File: src/logic/pvil_params.svh
// Purpose: Offsets, field positions, reset values and vector layout of the interrupt logic
// Assumes: Included by bare name before use
// Notes: Definitions only
`ifndef PVIL_PARAMS_SVH
`define PVIL_PARAMS_SVH

`define PVIL_ADDR_STATUS 8'hDC
`define PVIL_ADDR_MASK 8'hDD
`define PVIL_ADDR_MODE 8'hDE
`define PVIL_ADDR_PRIO 8'hFF

`define PVIL_STATUS_RST 8'h00
`define PVIL_MASK_RST 8'h00
`define PVIL_PRIO_RST 8'h00
`define PVIL_GIE_RST 1'b0

`define PVIL_MODE_GIE 0
`define PVIL_PRIO_GRP_HI 7
`define PVIL_PRIO_GRP_MID 4
`define PVIL_PRIO_GRP_LO 1
`define PVIL_PRIO_C_SPLIT 5
`define PVIL_PRIO_C_SUB 6
`define PVIL_PRIO_A_SWAP 0

`define PVIL_VEC_BASE 8'h00
`define PVIL_VEC_PAGE 8'h00

`endif

File: src/logic/pvil_pkg.sv
// Purpose: Types shared by the interrupt logic files
// Assumes: Nothing
// Notes: Eight levels, two sources per level
package pvil_pkg;

    typedef enum logic [2:0] {
        ST_IDLE,
        ST_PUSH_PCL,
        ST_PUSH_PCH,
        ST_PUSH_FLG,
        ST_FETCH_HI,
        ST_FETCH_LO
    } pvil_state_e;

    typedef enum logic {
        OP_PUSH,
        OP_FETCH
    } pvil_op_e;

    typedef struct packed {
        pvil_op_e op;
        logic [15:0] addr;
        logic [7:0] wdata;
    } pvil_bus_s;

    typedef struct packed {
        pvil_state_e st;
        logic [7:0] status;
        logic [7:0] mask;
        logic [7:0] prio;
        logic gie;
        logic [1:0] hwp;
        logic [2:0] lvl;
        logic src;
        logic [15:0] pc;
        logic [7:0] flags;
        logic [7:0] vhi;
        logic [7:0] rdata;
        logic ack;
        logic [2:0] ack_lvl;
        logic irq;
        logic bus_req;
        pvil_bus_s bus;
        logic jump;
        logic [15:0] jaddr;
    } pvil_regs_s;

endpackage

File: src/logic/pvil_prio.sv
// Purpose: Picks the requesting level with the best programmed priority
// Assumes: Candidate vector already gated by enables and mask
// Notes: Purely combinational
`timescale 1ns/1ps
`default_nettype none
`include "pvil_params.svh"

module pvil_prio (
    input wire logic [7:0] cand_in,
    input wire logic [7:0] prio_in,
    output logic valid_out,
    output logic [2:0] level_out
);

    // Rank is group position then position inside the group; lower wins
    function automatic logic [3:0] level_rank(input logic [2:0] lvl, input logic [7:0] p);
        logic [2:0] code;
        logic [5:0] gpos;
        logic [1:0] g;
        logic [1:0] ipos;
        code = {p[`PVIL_PRIO_GRP_HI], p[`PVIL_PRIO_GRP_MID], p[`PVIL_PRIO_GRP_LO]};
        case (code)
            3'h1: gpos = {2'h1, 2'h0, 2'h2};
            3'h2: gpos = {2'h1, 2'h2, 2'h0};
            3'h3: gpos = {2'h2, 2'h0, 2'h1};
            3'h4: gpos = {2'h0, 2'h2, 2'h1};
            3'h5: gpos = {2'h0, 2'h1, 2'h2};
            default: gpos = {2'h2, 2'h1, 2'h0};
        endcase
        if (lvl < 3'h2) begin
            g = gpos[1:0];
            ipos = {1'b0, lvl[0] ^ p[`PVIL_PRIO_A_SWAP]};
        end else if (lvl < 3'h5) begin
            g = gpos[3:2];
            ipos = 2'(lvl - 3'h2);
        end else begin
            g = gpos[5:4];
            if (lvl == 3'h5) begin
                ipos = p[`PVIL_PRIO_C_SPLIT] ? 2'h2 : 2'h0;
            end else begin
                ipos = {1'b0, ~p[`PVIL_PRIO_C_SPLIT]}
                    + {1'b0, (lvl == 3'h7) ^ p[`PVIL_PRIO_C_SUB]};
            end
        end
        return {g, ipos};
    endfunction

    always_comb begin
        logic [3:0] best;
        best = 4'hF;
        valid_out = 1'b0;
        level_out = 3'h0;
        for (int i = 0; i < 8; i++) begin
            if (cand_in[i] && (!valid_out || level_rank(3'(i), prio_in) < best)) begin
                valid_out = 1'b1;
                level_out = 3'(i);
                best = level_rank(3'(i), prio_in);
            end
        end
    end

endmodule
`default_nettype wire

File: src/logic/pvil_top.sv
// Purpose: Vectored interrupt logic with programmable level priority and vector sequencer
// Assumes: Core pulses instr_end_in at each instruction end; bus_done_in answers bus_req_out
// Notes: Level 0 flags are held here; other levels come as pending levels from the sources
// Notes on behaviour
// - The requesting level with the best programmed priority is served first.
// - Inside one level the source with the lower vector address wins, fixed.
// - Levels 0-1 form group A, 2-4 group B, 5-7 group C.
// - Priority bits 7,4,1 order groups; 001 gives B>C>A, 101 gives C>B>A.
// - Priority bit 5 orders group C; bit 6 orders levels 6 and 7.
// - Priority bit 0 chooses whether level 0 or level 1 wins.
// - Request status bit n reads 1 while level n has a request.
// - Request status is read-only, always readable, zero after reset.
// - With global enable off requests still show in status but are not vectored.
// - Hardware flags set on request, pulse the line, clear after acknowledge and service.
// - Level 0 timer source uses the hardware-cleared flag.
// - Flags of levels 1-7 stay set until software clears them at the source.
// - Service needs global enable, unmasked level, best priority and source enable.
// - Acceptance happens only at the end of an instruction.
// - Acceptance clears global enable, saves counter and flags, then vectors.
// - Push counter low, high, flags; fetch vector high, low; jump.
// - Vectors sit at even addresses inside 00H-FFH.
// - Return from interrupt sets global enable again.
// - After acknowledge the logic supplies the vector of the acknowledged source.
// - Mask bit n enables level n when 1.
// - Mode bit 0 is global enable, cleared by reset, set and cleared by instructions.
`timescale 1ns/1ps
`default_nettype none
`include "pvil_params.svh"

module pvil_top (
    input wire logic clk_in,
    input wire logic nrst_in,
    input wire logic [7:0] reg_addr_in,
    input wire logic reg_wr_in,
    input wire logic reg_rd_in,
    input wire logic [7:0] reg_wdata_in,
    output logic [7:0] reg_rdata_out,
    input wire logic [15:0] src_req_in,
    input wire logic [15:0] src_en_in,
    input wire logic instr_end_in,
    input wire logic [15:0] pc_in,
    input wire logic [7:0] flags_in,
    input wire logic global_enable_instr_in,
    input wire logic global_disable_instr_in,
    input wire logic return_from_interrupt_in,
    output logic bus_req_out,
    output pvil_pkg::pvil_bus_s bus_out,
    input wire logic bus_done_in,
    input wire logic [7:0] bus_rdata_in,
    output logic ack_out,
    output logic [2:0] ack_level_out,
    output logic irq_pulse_out,
    output logic jump_out,
    output logic [15:0] jump_addr_out
);

    pvil_pkg::pvil_regs_s r;
    pvil_pkg::pvil_regs_s n;
    logic [15:0] req_vec;
    logic [7:0] lvl_req;
    logic [7:0] cand;
    logic win_valid;
    logic [2:0] win_lvl;
    logic win_src;
    logic accept;
    logic [1:0] hw_clr;

    // Vector slot: four bytes per level, two per source, always even
    function automatic logic [15:0] vec_addr(input logic [2:0] lvl, input logic src);
        logic [7:0] lo;
        lo = `PVIL_VEC_BASE + {3'h0, lvl, 2'h0} + {6'h0, src, 1'b0};
        return {`PVIL_VEC_PAGE, lo};
    endfunction

    // Level 0 uses the held flags, other levels the sources' own pending bits
    always_comb begin
        req_vec = {src_req_in[15:2], r.hwp} & src_en_in;
        for (int i = 0; i < 8; i++) begin
            lvl_req[i] = |req_vec[2*i +: 2];
        end
        cand = lvl_req & r.mask & {8{r.gie}};
    end

    pvil_prio u_prio (
        .cand_in(cand),
        .prio_in(r.prio),
        .valid_out(win_valid),
        .level_out(win_lvl)
    );

    assign win_src = ~req_vec[{win_lvl, 1'b0}];
    assign accept = (r.st == pvil_pkg::ST_IDLE) && win_valid && instr_end_in;

    always_comb begin
        n = r;
        n.ack = 1'b0;
        n.jump = 1'b0;
        hw_clr = 2'h0;
        if (reg_wr_in) begin
            case (reg_addr_in)
                `PVIL_ADDR_MASK: n.mask = reg_wdata_in;
                `PVIL_ADDR_MODE: n.gie = reg_wdata_in[`PVIL_MODE_GIE];
                `PVIL_ADDR_PRIO: n.prio = reg_wdata_in;
                default: ;
            endcase
        end
        if (reg_rd_in) begin
            case (reg_addr_in)
                `PVIL_ADDR_STATUS: n.rdata = r.status;
                `PVIL_ADDR_MASK: n.rdata = r.mask;
                `PVIL_ADDR_MODE: n.rdata = {7'h00, r.gie};
                `PVIL_ADDR_PRIO: n.rdata = r.prio;
                default: n.rdata = 8'h00;
            endcase
        end
        if (global_disable_instr_in) begin
            n.gie = 1'b0;
        end
        if (global_enable_instr_in || return_from_interrupt_in) begin
            n.gie = 1'b1;
        end
        unique case (r.st)
            pvil_pkg::ST_IDLE: begin
                if (accept) begin
                    n.gie = 1'b0;
                    n.ack = 1'b1;
                    n.ack_lvl = win_lvl;
                    n.lvl = win_lvl;
                    n.src = win_src;
                    n.pc = pc_in;
                    n.flags = flags_in;
                    n.st = pvil_pkg::ST_PUSH_PCL;
                    n.bus_req = 1'b1;
                    n.bus.op = pvil_pkg::OP_PUSH;
                    n.bus.addr = 16'h0000;
                    n.bus.wdata = pc_in[7:0];
                end
            end
            pvil_pkg::ST_PUSH_PCL: begin
                if (bus_done_in) begin
                    n.st = pvil_pkg::ST_PUSH_PCH;
                    n.bus.wdata = r.pc[15:8];
                end
            end
            pvil_pkg::ST_PUSH_PCH: begin
                if (bus_done_in) begin
                    n.st = pvil_pkg::ST_PUSH_FLG;
                    n.bus.wdata = r.flags;
                end
            end
            pvil_pkg::ST_PUSH_FLG: begin
                if (bus_done_in) begin
                    n.st = pvil_pkg::ST_FETCH_HI;
                    n.bus.op = pvil_pkg::OP_FETCH;
                    n.bus.addr = vec_addr(r.lvl, r.src);
                    n.bus.wdata = 8'h00;
                end
            end
            pvil_pkg::ST_FETCH_HI: begin
                if (bus_done_in) begin
                    n.st = pvil_pkg::ST_FETCH_LO;
                    n.vhi = bus_rdata_in;
                    n.bus.addr = vec_addr(r.lvl, r.src) | 16'h0001;
                end
            end
            pvil_pkg::ST_FETCH_LO: begin
                if (bus_done_in) begin
                    n.st = pvil_pkg::ST_IDLE;
                    n.bus_req = 1'b0;
                    n.jump = 1'b1;
                    n.jaddr = {r.vhi, bus_rdata_in};
                    if (r.lvl == 3'h0) begin
                        hw_clr[r.src] = 1'b1;
                    end
                end
            end
        endcase
        // A new event in the clearing cycle keeps its flag
        n.hwp = (r.hwp & ~hw_clr) | src_req_in[1:0];
        n.irq = |src_req_in[1:0];
        n.status = lvl_req;
    end

    always_ff @(posedge clk_in) begin
        if (!nrst_in) begin
            r <= '0;
            r.st <= pvil_pkg::ST_IDLE;
            r.status <= `PVIL_STATUS_RST;
            r.mask <= `PVIL_MASK_RST;
            r.prio <= `PVIL_PRIO_RST;
            r.gie <= `PVIL_GIE_RST;
        end else begin
            r <= n;
        end
    end

    assign reg_rdata_out = r.rdata;
    assign bus_req_out = r.bus_req;
    assign bus_out = r.bus;
    assign ack_out = r.ack;
    assign ack_level_out = r.ack_lvl;
    assign irq_pulse_out = r.irq;
    assign jump_out = r.jump;
    assign jump_addr_out = r.jaddr;
endmodule
`default_nettype wire

File: config.mk
export PLATFORM = sky130hd
export DESIGN_NAME = pvil_top
export DESIGN_NICKNAME = d
export VERILOG_FILES = /design/src/logic/pvil_pkg.sv /design/src/logic/pvil_prio.sv /design/src/logic/pvil_top.sv
export VERILOG_INCLUDE_DIRS = /design/src /design/src/logic
export SDC_FILE = /design/constraint.sdc
export NUM_CORES = 1
export LEC_CHECK = 0
export ABC_AREA = 1
export ABC_CLOCK_PERIOD_IN_PS = 10500
export BUFFER_PORTS_ARGS = -buffer_cell sky130_fd_sc_hd__buf_2
export CAP_MARGIN = 30
export CORE_UTILIZATION = 52
export CTS_CLUSTER_DIAMETER = 200
export CTS_CLUSTER_SIZE = 14
export DETAILED_ROUTE_END_ITERATION = 8
export PLACE_DENSITY_LB_ADDON = 0.3
export RECOVER_POWER = 25
export SYNTH_ARGS = -nofsm -noshare
export SYNTH_HDL_FRONTEND = slang
export SYNTH_SLANG_ARGS = --single-unit
File: constraint.sdc
create_clock -name clk_in -period 10.5 [get_ports clk_in]
set_clock_uncertainty 0.15 [all_clocks]
set_input_delay 1.575 -clock clk_in [delete_from_list [all_inputs] [get_ports clk_in]]
set_output_delay 1.575 -clock clk_in [all_outputs]
set_load 0.05 [all_outputs]
==> results of run 1 <==
## cell families (layout without fill, tap and decap cells)
| group | Yosys count | after routing | share of synthesized area (%) |
|---|---|---|---|
| buffers and inverters | 162 | 242 | 15.7 |
| and+or+nand+nor | 274 | 274 | 22.3 |
| adders and majority gates | 16 | 16 | 3.91 |
| AOI/OAI and AO/OA | 181 | 181 | 18.9 |
| other | 1 | 11 | 0.0732 |
| DFF | 100 | 100 | 39.1 |
## routing by layer
| layer | share of wire (%) | vias up | track usage (%) |
|---|---|---|---|
| li1 | - | 2483 | - |
| met1 | 45 | 2162 | 31.5 |
| met2 | 47 | 146 | 43.7 |
| met3 | 5.5 | 18 | 4.97 |
| met4 | 2.3 | 0 | 10.9 |
| met5 | 0 | - | 0 |
## final cells by class
cell class	count	area, µm²
inverter	91	342
fill	940	3610
clock inverter	6	105
clock buffer	10	138
tap	129	161
sequential	100	2000
timing repair buffer	135	663
multi-input combinational	482	2350
## flip-flops by register name, summed over array words and instances, names as in the netlist
name,count
ack_level_out,3
ack_out,1
bus_out,14
bus_req_out,1
irq_pulse_out,1
jump_addr_out,16
jump_out,1
r,55
reg_rdata_out,8
## worst max path at each step
stage,startpoint,to,slack [ns]
2_1_floorplan,src_req_in[2],r[88],2.66
3_3_place_gp,src_en_in[0],r[88],2.14
3_5_place_dp,src_req_in[2],r[88],1.82
4_1_cts,src_req_in[2],r[88],2.19
5_1_grt,src_req_in[2],r[88],1.18
6_report,src_req_in[2],r[88],2.09
## power by group through the flow
stage / clock network (mW) / registers [mW] / logic (mW)
floorplan: 0 / 0.428 / 0.190
global placement: 0 / 0.429 / 0.222
detailed placement: 0 / 0.431 / 0.228
CTS: 0.291 / 0.422 / 0.230
global route: 0.309 / 0.426 / 0.256
finish: 0.288 / 0.423 / 0.228
## synthesized netlist by cell type, drive strengths merged
library cell / instances
nand2: 156
dfxtp: 100
o21ai: 93
inv: 90
nor2: 74
a21oi: 68
buf: 54
nand3: 30
clkbuf: 17
ha: 16
o22ai: 10
nor3: 8
o221ai: 6
nand4: 3
a22o: 2
or2: 2
a22oi: 1
clkinv: 1
conb: 1
nor3b: 1
o211ai: 1
## per-stage QoR
stage	worst slack (ns)	std cells	area [µm²]	util (%)
finish	2.09	953	5770	61.5
global route	1.18	953	5770	61.5
CTS	2.19	952	5780	61.6
detailed placement	1.82	936	5530	59.0
global placement	2.14	935	5530	59.0
floorplan	2.66	744	5160	-
## worst max-delay path: cells and delay by family
family	cells	cell delay [ns]
buffers and inverters	6	0.46
adder cells (fa/ha/maj)	6	1.71
AND/OR/NAND/NOR	28	2.66
AO/OA/AOI/OAI	13	2.10
==> results.sh, run 1 <==
export IMPL_die_w_um=101
export IMPL_cts_resized=0
export IMPL_diodes=0
export IMPL_fp_dieH_um=101
export IMPL_totalWireLength_mm=12.4
export IMPL_report_final_hold_viol_count=0
export IMPL_yosys_top_cells_area="dfxtp_1, nand2_1, o21ai_0"
export IMPL_timing_max_cap_violations=0
export IMPL_start_util_pct=54.7
export IMPL_worst_r2r_startpoint="r[102]"
export IMPL_setup_viol_count_final=0
export IMPL_routabilityCongestion=0.904
export IMPL_clock_sinks=100
export IMPL_hp_class="reg2reg"
export IMPL_dr_pass1_iters=5
export IMPL_drcViolationCount=0
export IMPL_hold_buffers=0
export IMPL_area_growth_pct=12.5
export IMPL_mostFrequentLayoutCells="nand2_1, buf_2, dfxtp_1"
export IMPL_rsz0062_at_grt="no"
export IMPL_synthCells=734
export IMPL_grt_overflow_total=0
export IMPL_antenna_found_initial=0
export IMPL_drive_above_1_share_pct=16.6
export IMPL_via_per_inst=5.05
export IMPL_clk_insertion_delay_late_ns=0.36
export IMPL_numCtsBuffers=9
export IMPL_holdPathEnd="jump_addr_out[15]"
export IMPL_rrSetupSlack_ns=2.72
export IMPL_rows=35
export IMPL_pwr_share_seq_pct=45.0
export IMPL_critPathMaxFanout=11
export IMPL_worst_setup_path_end_kind="flop"
export IMPL_postCtsSetupBuffers=0
export IMPL_die_area_mm2=0.0103
export IMPL_crit_arrival_ns=8.52
export IMPL_r2r_cells=49
export IMPL_worst_pin_slew_ns=0.949
export IMPL_power_switching_mw=0.330
export IMPL_post_drt_wl_per_cell_um=13.1
export IMPL_synth_warnings=0
export IMPL_synth_cell_type_count=32
export IMPL_reg2reg_to="r[88]"
export IMPL_max_freq_ghz=0.119
export IMPL_p_leak_nw=2.75
export IMPL_slew_viol_final=0
export IMPL_crit_path_start_kind="input port"
export IMPL_worstHoldStart="r[63]"
export IMPL_combPwrFrac_pct=24.3
export IMPL_vias=4809
export IMPL_period_share_pct=80.1
export IMPL_cts_root_buf="clkbuf_8"
export IMPL_critPathSlowestCell="o21ai_0"
export IMPL_cts_max_level=3
export IMPL_powerDensity_mw_per_mm2=163
export IMPL_synth_top_area_share_pct=39.1
export IMPL_synth_area_mm2=0.00512
export IMPL_grt_pass1_vias=4629
export IMPL_internal_power_mw=0.609
export IMPL_crit_required_ns=10.61
export IMPL_cts_tree="yes"
export IMPL_hold_ws_ns=0.312
export IMPL_route_antenna_remaining_nets=0
export IMPL_grt_first_pass_wirelength_mm=20.8
export IMPL_core_area_mm2=0.00937
export IMPL_final_min_clock_period_ns=8.41
export IMPL_syn_area_per_cell_um2=6.98
export IMPL_grt_max_degree=53
export IMPL_path_common_cell="nand2_1"
export IMPL_slowest_delay_ns=0.32
export IMPL_dp_final_hpwl_mm=9.42
export IMPL_final_common_cell="nand2_1"
export IMPL_criticalPathCategory="in2reg"
export IMPL_grt_usage_pct=25.6
export IMPL_swShare_pct=35.2
export IMPL_fin_setup_tns_ns=0
export IMPL_seq_area_frac_synth_pct=39.1
export IMPL_slew_headroom_pct=36.3
export IMPL_outcome="finished clean"
export IMPL_hold_depth=2
export IMPL_ys_ff_latch=100
export IMPL_clock_path_buffers=2
export IMPL_irDropWorstVdd_v=0.000115
export IMPL_nets=924
export IMPL_io_buffers=133
export IMPL_pwr_share_clk_pct=30.7
export IMPL_p_total_mw=0.939
export IMPL_ios=145
export IMPL_first_iter_violations=194
export IMPL_synth_top_cell_by_area="dfxtp_1"
export IMPL_clk_pin_slew_ns=0.11
Note: power is estimated with default switching activity, not from simulation.
==> run 2, diff against run 1 <==
--- a/config.mk
+++ b/config.mk
@@ -7,10 +7,10 @@
 export NUM_CORES = 1
 export LEC_CHECK = 0
 export ABC_AREA = 1
-export ABC_CLOCK_PERIOD_IN_PS = 10500
+export ABC_CLOCK_PERIOD_IN_PS = 7000
 export BUFFER_PORTS_ARGS = -buffer_cell sky130_fd_sc_hd__buf_2
 export CAP_MARGIN = 30
-export CORE_UTILIZATION = 52
+export CORE_UTILIZATION = 47
 export CTS_CLUSTER_DIAMETER = 200
 export CTS_CLUSTER_SIZE = 14
 export DETAILED_ROUTE_END_ITERATION = 8
==> constraint.sdc (replaced) <==
create_clock -name clk_in -period 7 [get_ports clk_in]
set_clock_uncertainty 0.15 [all_clocks]
set_input_delay 1.05 -clock clk_in [delete_from_list [all_inputs] [get_ports clk_in]]
set_output_delay 1.05 -clock clk_in [all_outputs]
set_load 0.05 [all_outputs]
==> run 2 against run 1 <==
Against the previous run: the run now ends with capacitance limit, slew limit, setup timing left; first-iteration DRC count grew 92%; sequential share of layout area fell by 3.8 points; routed wire length grew 20%; global-route usage is 0.57 points lower; non-clock buffer count increased by 61; sequential power up 50%; flip-flop and latch count unchanged; worst setup slack worse by 2.3 ns; via count rose by 11%.
==> results.sh, run 2 (synthesis gave the netlist of run 1 again) <==
export IMPL_outcome="finished with violations"
export IMPL_violations="capacitance limit, slew limit, setup timing"
export IMPL_die_area_mm2=0.0113
export IMPL_powerDensity_mw_per_mm2=215
export IMPL_fp_dieH_um=106
export IMPL_io_buffers=133
export IMPL_postLayoutCoreUtil_pct=61.9
export IMPL_dr_pass1_iters=7
export IMPL_design_area_mm2=0.00647
export IMPL_fill_cells=979
export IMPL_diodes=0
export IMPL_cts_tree="yes"
export IMPL_top_register="r"
export IMPL_stdcell_count=1021
export IMPL_reg2reg_to="r[88]"
export IMPL_final_min_clock_period_ns=7.23
export IMPL_setup_ws_ns=-0.232
export IMPL_crit_arrival_ns=7.36
export IMPL_irDropWorstVdd_v=0.000171
export IMPL_grt_usage_pct=25.0
export IMPL_dr_wl_met3_mm=1.27
export IMPL_critPathSlowestCell="ha_1"
export IMPL_cts_root_buf="clkbuf_8"
export IMPL_route_antenna_remaining_nets=0
export IMPL_clk_insertion_delay_late_ns=0.39
export IMPL_slowest_delay_ns=0.36
export IMPL_worst_setup_path_end_kind="flop"
export IMPL_grt_overflow_total=0
export IMPL_drcViolationCount=0
export IMPL_fin_setup_tns_ns=-0.565
export IMPL_crit_required_ns=7.13
export IMPL_antenna_found_initial=0
export IMPL_grt_pass1_vias=4954
export IMPL_hold_ws_ns=0.305
export IMPL_grt_max_degree=53
export IMPL_max_freq_ghz=0.138
export IMPL_largest_register_ffs=55
export IMPL_path_common_cell="nand2_2"
export IMPL_critPathMaxFanout=7
export IMPL_rrSetupSlack_ns=-0.20
export IMPL_area_growth_pct=26.3
export IMPL_numCtsBuffers=9
export IMPL_holdPathEnd="jump_addr_out[15]"
export IMPL_worstHoldStart="r[63]"
export IMPL_timing_max_cap_violations=1
export IMPL_start_util_pct=49.0
export IMPL_drive_above_1_share_pct=28.6
export IMPL_place_area_mm2=0.00582
export IMPL_p_leak_nw=3.11
export IMPL_slew_viol_final=53
export IMPL_hp_class="reg2reg"
export IMPL_r2r_cells=60
export IMPL_wl_met2_mm=7.12
export IMPL_nets=985
export IMPL_totalWireLength_mm=15.0
export IMPL_routabilityCongestion=0.860
export IMPL_cts_max_level=3
export IMPL_worst_pin_slew_ns=1.99
export IMPL_highest_layer="met4"
export IMPL_clock_sinks=100
export IMPL_rows=37
export IMPL_clk_pin_slew_ns=0.10
export IMPL_dp_final_hpwl_mm=10.4
export IMPL_mostFrequentLayoutCells="nand2_1, dfxtp_1, buf_2"
export IMPL_post_drt_wl_per_cell_um=14.7
export IMPL_die_w_um=106
export IMPL_period_share_pct=103
export IMPL_vias=5332
export IMPL_criticalPathCategory="in2reg"
export IMPL_via_per_inst=5.22
export IMPL_ios=145
export IMPL_met1_length_mm=6.16
export IMPL_rsz0062_at_grt="yes"
export IMPL_hold_depth=2
export IMPL_report_final_hold_viol_count=0
export IMPL_final_common_cell="nand2_1"
export IMPL_core_area_mm2=0.0105
export IMPL_grt_first_pass_wirelength_mm=22.5
export IMPL_crit_path_start_kind="input port"
export IMPL_first_iter_violations=372
export IMPL_setup_viol_count_final=4
export IMPL_worst_r2r_startpoint="r[96]"
export IMPL_slew_headroom_pct=-32.9
export IMPL_clock_path_buffers=2
export IMPL_dp_cells=965
[run 2: critical path, delay by kind of cell]
family          cells  cell delay (ns)
compound gates      8             0.85
fa+ha+maj           4             1.16
buf+inv            18             1.80
simple gates       33             2.44
[run 2: how the worst max path moves through the flow]
stage	startpoint	to	slack [ns]	cells past startpoint
finish	src_en_in[3]	r[88]	-0.23	63
global route	src_en_in[3]	r[88]	-0.54	63
CTS	src_req_in[3]	r[88]	0.005	63
detailed placement	src_en_in[0]	r[88]	-0.63	63
global placement	src_en_in[0]	r[88]	-0.23	61
floorplan	src_req_in[2]	r[88]	-0.04	63
[run 2: timing repair]
action	CTS	global route
buffers inserted	26	13
setup endpoints to repair	4	4
pin swaps	12	43
gates resized for setup	13	41
hold buffers	0	0
[run 2: final cells by class]
type,instances,area [µm²],area share (%)
multi-input combinational,482,2610,40.3
sequential,100,2000,30.9
timing repair buffer,196,1140,17.6
inverter,91,342,5.28
tap,136,170,2.63
clock buffer,10,128,1.97
clock inverter,6,78.8,1.22
[run 2: per-layer routing]
metal	up-vias	GRT usage, %
met2	260	42.3
met1	2418	30.6
met3	42	5.46
met4	0	10.6
met5	-	0
li1	2612	-
[run 2: power breakdown]
part           switching [mW]  internal [mW]
Combinational           0.269         0.0934
Clock                   0.221          0.173
Sequential             0.0242          0.611
[run 2: metrics by stage]
step	worst slack, ns	power [mW]
floorplan	-0.0398	0.931
global placement	-0.230	0.986
detailed placement	-0.629	0.999
CTS	0.00491	1.39
global route	-0.543	1.46
finish	-0.232	1.39
